[config.mk]
export PLATFORM = sky130hd
export DESIGN_NAME = rxsi_top
export DESIGN_NICKNAME = d
export VERILOG_FILES = /design/src/pkg/rxsi_pkg.sv /design/src/rtl/rxsi_top.sv
export VERILOG_INCLUDE_DIRS = /design/src /design/src/pkg
export SDC_FILE = /design/constraint.sdc
export NUM_CORES = 1
export LEC_CHECK = 0
export ABC_AREA = 1
export BUFFER_PORTS_ARGS = -buffer_cell sky130_fd_sc_hd__buf_2
export CAP_MARGIN = 10
export CORE_UTILIZATION = 45
export CTS_CLUSTER_DIAMETER = 100
export DETAILED_ROUTE_END_ITERATION = 10
export GPL_TIMING_DRIVEN = 0
export HOLD_SLACK_MARGIN = 0.02
export PLACE_DENSITY = 0.69
export SYNTH_ARGS = -nofsm -noshare
export SYNTH_HDL_FRONTEND = slang
export SYNTH_SLANG_ARGS = --single-unit
[constraint.sdc]
create_clock -name pclk -period 6.5 [get_ports pclk]
set_clock_uncertainty 0.2 [all_clocks]
set_input_delay 1.3 -clock pclk [delete_from_list [all_inputs] [get_ports pclk]]
set_output_delay 1.3 -clock pclk [all_outputs]
set_load 0.01 [all_outputs]
[src/pkg/rxsi_cfg.svh]
// Purpose: constants of the receive system interface control block
// Assumes: register index times four is the APB byte address
// Notes: indices follow the printed register offsets
`ifndef RXSI_CFG_SVH
`define RXSI_CFG_SVH

// ----------------------------------------
// register indices and address width
// ----------------------------------------
`define RXSI_IDX_CTRL1 8'h38
`define RXSI_IDX_CTRL2 8'h3a
`define RXSI_IDX_STAT 8'h3c
`define RXSI_IDX_MASK 8'h3e
`define RXSI_ADDR_W 10

// ----------------------------------------
// field positions
// ----------------------------------------
`define RXSI_C1_GAP_LSB 8
`define RXSI_C1_CAD_LSB 4
`define RXSI_C1_PARP 3
`define RXSI_C1_INV 2
`define RXSI_C1_REORD 1
`define RXSI_C1_HEC 0
`define RXSI_C2_MBL_LSB 8
`define RXSI_C2_LBL_LSB 0
`define RXSI_ST_CLK 0

// ----------------------------------------
// writable masks and reset values
// ----------------------------------------
`define RXSI_C1_WMASK 16'h077f
`define RXSI_C2_WMASK 16'h3fff
`define RXSI_ST_WMASK 16'h0001
`define RXSI_C1_RST 16'h0000
`define RXSI_C2_RST 16'h0000
`define RXSI_MASK_RST 16'h0000

`endif

[src/pkg/rxsi_pkg.sv]
// Purpose: types of the receive system interface control block
// Assumes: nothing
// Notes: bus mode and width come from the per-port common control
package rxsi_pkg;

  typedef enum logic [1:0] {
    RXSI_UTOPIA2 = 2'b00,
    RXSI_UTOPIA3 = 2'b01,
    RXSI_PKT2 = 2'b10,
    RXSI_SPI3 = 2'b11
  } rxsi_mode_e;

  typedef enum logic [1:0] {
    RXSI_W8 = 2'b00,
    RXSI_W16 = 2'b01,
    RXSI_W32 = 2'b10
  } rxsi_width_e;

  typedef enum logic [1:0] {
    RXSI_IDLE = 2'b00,
    RXSI_SEND = 2'b01,
    RXSI_GAP = 2'b11
  } rxsi_state_e;

  typedef struct packed {
    logic [31:0] data;
    logic sop;
    logic eop;
    logic hec;
    logic more;
  } rxsi_word_s;

  typedef struct packed {
    logic [31:0] data;
    logic parity;
    logic valid;
    logic sox;
    logic eop;
  } rxsi_bus_s;

endpackage : rxsi_pkg

[src/rtl/rxsi_top.sv]
// Purpose: receive system interface control, status and output stage
// Assumes: source words come from pclk logic; rx_system_clock is foreign
// Notes: the link side moves one word per sampled rising link edge
`timescale 1ns/100ps
`default_nettype none
`include "rxsi_cfg.svh"

// What this block does
// - valid held low for programmed gap
// - zero gap keeps valid between packets
// - gap ignored in utopia and level 2
// - programmed transfers follow fifo empty indication
// - utopia2 flag drops after last payload
// - utopia3 flag drops on start edge
// - deassert timing ignored in packet modes
// - parity polarity selects odd or even
// - inversion bit flips availability flag polarity
// - reorder moves first byte to low lane
// - hec byte sent only when enabled
// - spi3 burst limit scales with width
// - continue past limit when no other
// - zero disables limit, one acts two at 32-bit width
// - loopback limits port to one xth
// - loopback limit floors per bus width
// - link clock toggling sets latched bit
module rxsi_top
  import rxsi_pkg::*;
(
  // apb slave
  input wire logic pclk,
  input wire logic presetn,
  input wire logic psel,
  input wire logic penable,
  input wire logic pwrite,
  input wire logic [`RXSI_ADDR_W-1:0] paddr,
  input wire logic [31:0] pwdata,
  output logic [31:0] prdata,
  output logic pready,
  output logic pslverr,
  output logic irq,
  // mode from common port control
  input wire rxsi_mode_e bus_mode,
  input wire rxsi_width_e bus_width,
  input wire logic loopback_en,
  // word source from the receive fifo
  input wire rxsi_word_s src_word,
  input wire logic src_valid,
  input wire logic src_empty,
  input wire logic cell_avail,
  input wire logic poll_avail,
  input wire logic other_port_ready,
  output logic src_take,
  output logic port_switch,
  // link side
  input wire logic rx_system_clock,
  output rxsi_bus_s rx_bus,
  output logic rx_direct_avail_flag,
  output logic rx_polled_avail_flag
);

  // ----------------------------------------
  // functions
  // ----------------------------------------
  function automatic logic [8:0] burst_limit(input logic [5:0] mbl, input rxsi_width_e w);
    logic [8:0] n;
    n = {3'h0, mbl} + 9'h001;
    if (w == RXSI_W32 && mbl == 6'h01) n = 9'h003;
    case (w)
      RXSI_W32: burst_limit = n;
      RXSI_W16: burst_limit = {n[7:0], 1'b0};
      default: burst_limit = {n[6:0], 2'b00};
    endcase
  endfunction : burst_limit

  function automatic logic [7:0] lb_limit(input logic [7:0] x, input rxsi_width_e w);
    if (w == RXSI_W32 && x < 8'h02) lb_limit = 8'h02;
    else if (x == 8'h00) lb_limit = 8'h01;
    else lb_limit = x;
  endfunction : lb_limit

  function automatic logic [31:0] order_word(input logic [31:0] d, input logic re, input rxsi_width_e w);
    if (!re || w == RXSI_W8) order_word = d;
    else if (w == RXSI_W16) order_word = {16'h0000, d[7:0], d[15:8]};
    else order_word = {d[7:0], d[15:8], d[23:16], d[31:24]};
  endfunction : order_word

  // ----------------------------------------
  // registers and apb decode
  // ----------------------------------------
  logic [15:0] ctrl1_ff, ctrl2_ff, stat_ff, mask_ff;
  logic [15:0] nxt_stat;
  wire logic [7:0] idx = paddr[`RXSI_ADDR_W-1:2];
  wire logic acc = psel && penable;
  wire logic hit_c1 = idx == `RXSI_IDX_CTRL1;
  wire logic hit_c2 = idx == `RXSI_IDX_CTRL2;
  wire logic hit_st = idx == `RXSI_IDX_STAT;
  wire logic hit_mk = idx == `RXSI_IDX_MASK;
  wire logic hit = (hit_c1 || hit_c2 || hit_st || hit_mk) && paddr[1:0] == 2'b00;
  wire logic wr = acc && pwrite && hit;

  assign pready = 1'b1;
  assign pslverr = acc && !hit;
  assign prdata = !hit ? 32'h0000_0000 :
                  hit_c1 ? {16'h0000, ctrl1_ff} :
                  hit_c2 ? {16'h0000, ctrl2_ff} :
                  hit_st ? {16'h0000, stat_ff} : {16'h0000, mask_ff};
  assign irq = |(stat_ff & mask_ff);

  wire logic [2:0] cfg_gap = ctrl1_ff[`RXSI_C1_GAP_LSB +: 3];
  wire logic [2:0] cfg_cad = ctrl1_ff[`RXSI_C1_CAD_LSB +: 3];
  wire logic cfg_parp = ctrl1_ff[`RXSI_C1_PARP];
  wire logic cfg_inv = ctrl1_ff[`RXSI_C1_INV];
  wire logic cfg_reord = ctrl1_ff[`RXSI_C1_REORD];
  wire logic cfg_hec = ctrl1_ff[`RXSI_C1_HEC];
  wire logic [5:0] cfg_mbl = ctrl2_ff[`RXSI_C2_MBL_LSB +: 6];
  wire logic [7:0] cfg_lbl = ctrl2_ff[`RXSI_C2_LBL_LSB +: 8];

  always_ff @(posedge pclk or negedge presetn) begin
    if (!presetn) begin
      ctrl1_ff <= `RXSI_C1_RST;
      ctrl2_ff <= `RXSI_C2_RST;
      mask_ff <= `RXSI_MASK_RST;
      stat_ff <= 16'h0000;
    end else begin
      if (wr && hit_c1) ctrl1_ff <= pwdata[15:0] & `RXSI_C1_WMASK;
      if (wr && hit_c2) ctrl2_ff <= pwdata[15:0] & `RXSI_C2_WMASK;
      if (wr && hit_mk) mask_ff <= pwdata[15:0] & `RXSI_ST_WMASK;
      stat_ff <= nxt_stat;
    end
  end

  // ----------------------------------------
  // link clock sampling
  // ----------------------------------------
  logic lclk_s1_ff, lclk_s2_ff, lclk_s3_ff;
  always_ff @(posedge pclk or negedge presetn) begin
    if (!presetn) begin
      lclk_s1_ff <= 1'b0;
      lclk_s2_ff <= 1'b0;
      lclk_s3_ff <= 1'b0;
    end else begin
      lclk_s1_ff <= rx_system_clock;
      lclk_s2_ff <= lclk_s1_ff;
      lclk_s3_ff <= lclk_s2_ff;
    end
  end
  wire logic lk = lclk_s2_ff && !lclk_s3_ff;

  // set wins over the write-one clear
  wire logic [15:0] st_clr = (wr && hit_st) ? (pwdata[15:0] & `RXSI_ST_WMASK) : 16'h0000;
  wire logic [15:0] st_set = {15'h0000, lk};
  assign nxt_stat = (stat_ff & ~st_clr) | st_set;

  // ----------------------------------------
  // transfer engine
  // ----------------------------------------
  rxsi_state_e st_ff, nxt_st;
  logic [2:0] gap_cnt_ff, nxt_gap_cnt;
  logic [8:0] burst_cnt_ff, nxt_burst_cnt;
  logic [7:0] thr_cnt_ff, nxt_thr_cnt;
  rxsi_bus_s bus_ff, nxt_bus;
  logic sw_ff;

  wire logic spi3 = bus_mode == RXSI_SPI3;
  wire logic pkt = bus_mode == RXSI_PKT2 || spi3;
  wire logic gap_used = spi3 && cfg_gap != 3'h0;
  wire logic [8:0] blim = burst_limit(cfg_mbl, bus_width);
  wire logic blim_en = spi3 && cfg_mbl != 6'h00;
  wire logic thr_ok = !loopback_en || thr_cnt_ff == 8'h00;
  wire logic send_st = st_ff == RXSI_SEND;
  wire logic resume = src_valid && (src_word.more || src_word.eop);
  assign src_take = lk && send_st && src_valid && thr_ok;
  wire logic drop = src_word.hec && !cfg_hec;
  wire logic out_w = src_take && !drop;
  wire logic bhit = blim_en && out_w && (burst_cnt_ff + 9'h001) >= blim;
  wire logic bswitch = bhit && other_port_ready;
  wire logic bstall = bhit && !other_port_ready && !src_word.more && !src_word.eop;
  wire logic go_gap = out_w && gap_used && (src_word.eop || bswitch);
  wire logic [31:0] odata = order_word(src_word.data, cfg_reord, bus_width);

  always_comb begin
    nxt_st = st_ff;
    nxt_gap_cnt = gap_cnt_ff;
    nxt_burst_cnt = burst_cnt_ff;
    nxt_thr_cnt = thr_cnt_ff;
    nxt_bus = bus_ff;
    if (lk) begin
      nxt_bus.valid = 1'b0;
      nxt_bus.sox = 1'b0;
      nxt_bus.eop = 1'b0;
      if (thr_cnt_ff != 8'h00) nxt_thr_cnt = thr_cnt_ff - 8'h01;
      case (st_ff)
        RXSI_IDLE: begin
          if (resume) nxt_st = RXSI_SEND;
        end
        RXSI_SEND: begin
          if (out_w) begin
            nxt_bus.data = odata;
            nxt_bus.parity = ^odata ^ ~cfg_parp;
            nxt_bus.valid = 1'b1;
            nxt_bus.sox = src_word.sop;
            nxt_bus.eop = src_word.eop;
            // count only while a limit applies, so a later limit starts from an empty burst
            nxt_burst_cnt = (src_word.eop || bhit || !blim_en) ? 9'h000 : burst_cnt_ff + 9'h001;
          end
          if (src_take && loopback_en) nxt_thr_cnt = lb_limit(cfg_lbl, bus_width) - 8'h01;
          if (go_gap) begin
            nxt_st = RXSI_GAP;
            nxt_gap_cnt = cfg_gap;
          end else if (bstall) begin
            nxt_st = RXSI_IDLE;
          end
        end
        RXSI_GAP: begin
          // valid stays low; the link layer may drop its enable here
          nxt_gap_cnt = gap_cnt_ff - 3'h1;
          if (gap_cnt_ff == 3'h1) nxt_st = RXSI_SEND;
        end
        default: nxt_st = RXSI_IDLE;
      endcase
    end
  end

  always_ff @(posedge pclk or negedge presetn) begin
    if (!presetn) begin
      st_ff <= RXSI_IDLE;
      gap_cnt_ff <= 3'h0;
      burst_cnt_ff <= 9'h000;
      thr_cnt_ff <= 8'h00;
      bus_ff <= '0;
      sw_ff <= 1'b0;
    end else begin
      st_ff <= nxt_st;
      gap_cnt_ff <= nxt_gap_cnt;
      burst_cnt_ff <= nxt_burst_cnt;
      thr_cnt_ff <= nxt_thr_cnt;
      bus_ff <= nxt_bus;
      sw_ff <= lk && bswitch;
    end
  end
  assign rx_bus = bus_ff;
  assign port_switch = sw_ff;

  // ----------------------------------------
  // cell available timing
  // ----------------------------------------
  logic block_ff, nxt_block, pend_ff, nxt_pend;
  logic [2:0] cad_cnt_ff, nxt_cad_cnt;
  logic cad_run_ff, nxt_cad_run;
  logic dflag_ff, pflag_ff;

  always_comb begin
    nxt_block = block_ff;
    nxt_pend = pend_ff;
    nxt_cad_cnt = cad_cnt_ff;
    nxt_cad_run = cad_run_ff;
    if (lk) begin
      nxt_pend = 1'b0;
      if (pkt) begin
        nxt_block = 1'b0;
        nxt_cad_run = 1'b0;
      end else if (!cell_avail) begin
        nxt_block = 1'b0;
        nxt_cad_run = 1'b0;
      end else if (cfg_cad != 3'h0) begin
        if (!cad_run_ff && src_empty) begin
          nxt_cad_run = 1'b1;
          nxt_cad_cnt = cfg_cad;
        end else if (cad_run_ff && out_w) begin
          nxt_cad_cnt = cad_cnt_ff - 3'h1;
          if (cad_cnt_ff == 3'h1) begin
            nxt_block = 1'b1;
            nxt_cad_run = 1'b0;
          end
        end
      end else if (bus_mode == RXSI_UTOPIA3) begin
        if (out_w && src_word.sop) nxt_block = 1'b1;
      end else begin
        if (pend_ff) nxt_block = 1'b1;
        nxt_pend = out_w && src_word.eop;
      end
    end
  end

  always_ff @(posedge pclk or negedge presetn) begin
    if (!presetn) begin
      block_ff <= 1'b0;
      pend_ff <= 1'b0;
      cad_cnt_ff <= 3'h0;
      cad_run_ff <= 1'b0;
      dflag_ff <= 1'b0;
      pflag_ff <= 1'b0;
    end else begin
      block_ff <= nxt_block;
      pend_ff <= nxt_pend;
      cad_cnt_ff <= nxt_cad_cnt;
      cad_run_ff <= nxt_cad_run;
      dflag_ff <= (cell_avail && !nxt_block) ^ cfg_inv;
      pflag_ff <= poll_avail ^ cfg_inv;
    end
  end
  assign rx_direct_avail_flag = dflag_ff;
  assign rx_polled_avail_flag = pflag_ff;
endmodule : rxsi_top
`default_nettype wire

; Word level (Yosys, flattened, before mapping)
; Cells that the tools add are included.
[totals]
n_memories = 0
word_cells = 185
latchBits = 0
in_bits = 94
romBits = 0
ramBits = 0
ff_bits = 111
[op_classes]
n_eq_ne = 21
div_mod_pow = 0
addsub = 6
shift = 0
bitwise = 9
multipliers = 0
reduce_logical = 75
muxes = 49
n_lt_le_gt_ge = 2
[op_table]
columns = op, n
row1 = $mux W16, 4
row2 = $mux W32, 2
row3 = $mux W8, 8
row4 = $logic_and A1 B1 Y1, 35
row5 = $eq A8 B6 Y1 const B, 4
row6 = $reduce_xor A32 Y1, 1
row7 = $mux W1, 21
row8 = $pmux W9 S2, 1
row9 = $and A16 B1 Y16, 1
row10 = $and A16 B16 Y16, 1
row11 = $logic_not A8 Y1, 2
row12 = $not A1 Y16, 1
row13 = $or A16 B1 Y16, 1
row14 = $reduce_or A16 Y1, 1
row15 = $sub A8 B1 Y8 const B, 2
row16 = $mux W3, 5
row17 = $logic_not A1 Y1, 12
row18 = $logic_or A1 B1 Y1, 10
row19 = $add A9 B1 Y9 const B, 1
row20 = $ge A9 B9 Y1, 1
row21 = $mux W9, 1
row22 = $eq A2 B2 Y1 const B, 4
row23 = $lt A8 B2 Y1 const B, 1
row24 = $mux W2, 4
row25 = other kinds (22), 38

; Logic depth before layout (Yosys ltp)
[depth]
ltp_word = 16
depth_mapped = 22

; Least setup slack after synthesis
; OpenSTA, ideal clock, no wires.
[synth_timing]
path_kind = input port to output port
from = input paddr[9]
to = output prdata[0]
arrival_ps = 2533
setup_slack_ps = 2467
path_stages = 8
n_path_buf = 1
cell_sequence = nor3_1 nand2_1 nor2_1 buf_2 inv_1 o21ai_0 o221ai_1 a21oi_1
[synth_via]
elab_chain_len = 6
elab_cells_between_ends = 12
[synth_rtl]
columns = element, line_no
row1 = "start, declared", rxsi_top.sv:35  ; input wire logic [`RXSI_ADDR_W-1:0] paddr,
row2 = "parallel branches: the longest is 5 deep, another holds $mux W16", --
row3 = $mux W16 *, rxsi_top.sv:103  ; assign prdata = !hit ? 32'h0000_0000 :
row4 = "end, declared", rxsi_top.sv:37  ; output logic [31:0] prdata,
; Every way passes the cells marked *.

; Final worst setup path
[layout_timing]
from = input paddr[9]
to = output prdata[1]
; Same word-level chain as after synthesis.

==> impl_metrics.ini <==
[status]
status = completed

[setup_path]
worstPathRequired_ns = 5.00
r2r_start = ctrl2_ff[8]
path_class = in -> out
worstReg2RegEnd = st_ff[1]
end_kind = primary output
r2r_slack_ns = 3.36
cp-start-kind = input port
crit_path_max_fanout = 10
crit_arrival_ns = 3.14
r2r_cells = 18

[cts]
clk_latency_ns = 0.35
clockBufferDepth = 2
path_clk_slew_ns = 0.07
cts_buffers = 9
cts_resized = 0
cts_hold_buf = 0
cts.sinks = 96
cts_tree = yes
h-tree-depth = 3
clockRootBuffer = clkbuf_16
post_cts_buffers = 0

[placed_design]
pre_cts_slack_ns = 1.92
io_buffers = 131
dp_hpwl_um = 15200
gp_congestion = 0.963

[layout]
fin_nets = 1325
area_growth_pct = 18.4
fillers = 1464
multi_input_area_um2 = 3760
seqCellArea_um2 = 2400
drive_gt1_share_pct = 16.8
n_antenna_cell = 0

[grt]
met1_usage_pct = 31.6
antenna_found_initial = 0
top_usage_layer = met2
met3_usage_pct = 3.44
grt_max_degree = 50
grt_pass1_vias = 6160
grt_use_met2_pct = 42.3
overflow = 0
grt_usage_pct = 24.6
grt_pass1_wl_um = 30500

[synthesis]
synth-seq-area-share_pct = 34.9
synthCells = 1044
synth_ff_type = dfrtp_1
synth_enable_flop_cells = 0
ys_types = 44
synthArstFlopShare_pct = 100
ys.warnings.count = 0
syn_avg_cell_area_um2 = 6.60
synth_area_um2 = 6890
ys_ff_latch = 96

[pwr]
ir_worst_vdd_v = 0.000174
leakagePower_nw = 4.65
p_per_area_nw_per_um2 = 228

[detailed_routing]
via_per_inst = 4.93
first_pass_iters = 5
drtIter0Drc = 337
vias = 6862
wl_um = 19200
wl_per_cell_um = 13.8
drt.antenna.violating_nets = 0
drc = 0

[die]
dieArea_um2 = 15800
io_pins = 169
initial_core_util_pct = 46.7
coreArea_um2 = 14800
die_w_um = 126
die_h_um = 126
row_count = 44

[sta]
fmaxAchievable_mhz = 216
slew_headroom_pct = 55.7
setup_violations = 0
rsz0062_at_grt = false
layout_min_cycle_time_ns = 4.64
tightestPinTransition_ns = 0.665
hold_violations = 0
holdWs_ns = 0.160
totalNegativeSetupSlack_ns = 0
drv_slew = 0
fin_ws_ns = 1.86
period_share_pct = 71.4

[worst_hold_path]
hold_path_end = lclk_s2_ff
hold_path_depth = 0
hp-class = reg -> reg
min_from = lclk_s1_ff

[flow_run]
drv_cap = 0
## routing by layer
metal  part of all wire [%]  vias to the layer above
met2                     46                      222
li1                       -                     3566
met4                    2.5                        0
met5                      0                        -
met1                     45                     3040
met3                    5.9                       34
## registers in the layout, summed over array words and instances (netlist names), 2 cells and up
| name | cells |
|---|---|
| burst_cnt_ff | 9 |
| cad_cnt_ff | 3 |
| ctrl1_ff | 10 |
| ctrl2_ff | 14 |
| gap_cnt_ff | 3 |
| rx_bus | 36 |
| st_ff | 2 |
| thr_cnt_ff | 8 |
## critical path, cell delays in order
cell and delay (ns):
buf_2 0.09, nor3_1 0.39, nand2_1 0.18, nor2_1 0.16, clkbuf_1 0.46, nand2_1 0.10, a21oi_1 0.26, buf_2 0.19
## worst max-delay path by stage
stage               slack (ns)   endpoint  startpoint  cells after the start
floorplan                 2.47  prdata[0]    paddr[9]                      8
global placement          1.91  prdata[0]    paddr[9]                     10
detailed placement        1.92  prdata[0]    paddr[9]                     10
CTS                       1.91  prdata[0]    paddr[9]                     10
global route              1.70  prdata[0]    paddr[9]                     10
finish                    1.86  prdata[1]    paddr[9]                      8
## cell families (layout without fill, tap and decap cells)
| logic type | Yosys count | after routing | share of synthesized area [%] |
|---|---|---|---|
| AND/OR/NAND/NOR | 566 | 566 | 33.4 |
| buffers and inverters | 181 | 328 | 11.5 |
| AO/OA/AOI/OAI | 147 | 147 | 11.8 |
| flip-flops | 96 | 96 | 34.9 |
| adder cells (fa/ha/maj) | 27 | 27 | 4.90 |
| XOR/XNOR | 20 | 20 | 2.54 |
| multiplexers | 5 | 5 | 0.817 |
| other | 2 | 19 | 0.109 |
## power by group
group,internal (mW),leakage [nW],switching (mW),total (mW)
combinational,0.219,3.28,0.317,0.536
clock,0.299,0.136,0.237,0.536
sequential,0.719,1.23,0.0709,0.790
total,1.24,4.65,0.625,1.86
## layout make-up
| class | instances | share of cell area, % |
|---|---|---|
| Timing Repair Buffer | 132 | 8.40 |
| Inverter | 131 | 6.03 |
| Multi-Input combinational cell | 784 | 46.1 |
| Buffer | 50 | 3.71 |
| Clock buffer | 11 | 2.85 |
| Clock inverter | 4 | 0.675 |
| Tap cell | 184 | 2.82 |
| Sequential cell | 96 | 29.4 |
## through the flow
| stage | instances | power [mW] | utilization (%) | instance area (µm²) |
|---|---|---|---|---|
| after floorplan | 1061 | 1.12 | - | 6960 |
| after global placement | 1376 | 1.33 | 53.2 | 7840 |
| after detailed placement | 1377 | 1.34 | 53.4 | 7870 |
| after CTS | 1392 | 1.88 | 55.3 | 8160 |
| after global routing | 1392 | 1.97 | 55.3 | 8160 |
| final | 1392 | 1.86 | 55.3 | 8160 |
## synthesized netlist by cell type (2+ instances only)
cell | instances | area share [%]
buf_4 | 21 | 2.3
o21ai_0 | 79 | 5.7
o22ai_1 | 6 | 0.54
a22oi_1 | 6 | 0.65
clkbuf_1 | 15 | 0.82
o221ai_1 | 2 | 0.25
or2_1 | 2 | 0.18
xnor2_1 | 4 | 0.51
buf_6 | 3 | 0.49
dfrtp_1 | 96 | 35
inv_2 | 3 | 0.16
inv_1 | 128 | 7.0
xor2_1 | 16 | 2.0
nor2_4 | 2 | 0.33
nor3_1 | 12 | 0.87
buf_2 | 11 | 0.80
o21ai_1 | 3 | 0.22
mux2_2 | 5 | 0.82
a21oi_1 | 34 | 2.5
a211oi_1 | 2 | 0.22
o21ai_2 | 4 | 0.51
nand3b_1 | 5 | 0.54
nand4_1 | 9 | 0.82
nand2_2 | 2 | 0.18
or2_2 | 2 | 0.18
nor2_1 | 59 | 3.2
a31oi_1 | 4 | 0.36
conb_1 | 2 | 0.11
ha_1 | 27 | 4.9
nand3_1 | 37 | 2.7
nand2_1 | 430 | 23
## cell usage in the layout, fill, tap and decap left out, types with 5 or more instances in the layout
| master | count |
|---|---|
| nand2_1 | 430 |
| buf_2 | 141 |
| inv_1 | 128 |
| dfrtp_1 | 96 |
| o21ai_0 | 79 |
| nor2_1 | 59 |
| nand3_1 | 37 |
| a21oi_1 | 34 |
| ha_1 | 27 |
| buf_4 | 22 |
| conb_1 | 19 |
| clkbuf_1 | 17 |
| xor2_1 | 16 |
| nor3_1 | 12 |
| nand4_1 | 9 |
| clkbuf_16 | 9 |
| a22oi_1 | 6 |
| o22ai_1 | 6 |
| mux2_2 | 5 |
| nand3b_1 | 5 |
No activity file was read; power rests on OpenSTA's default activity.
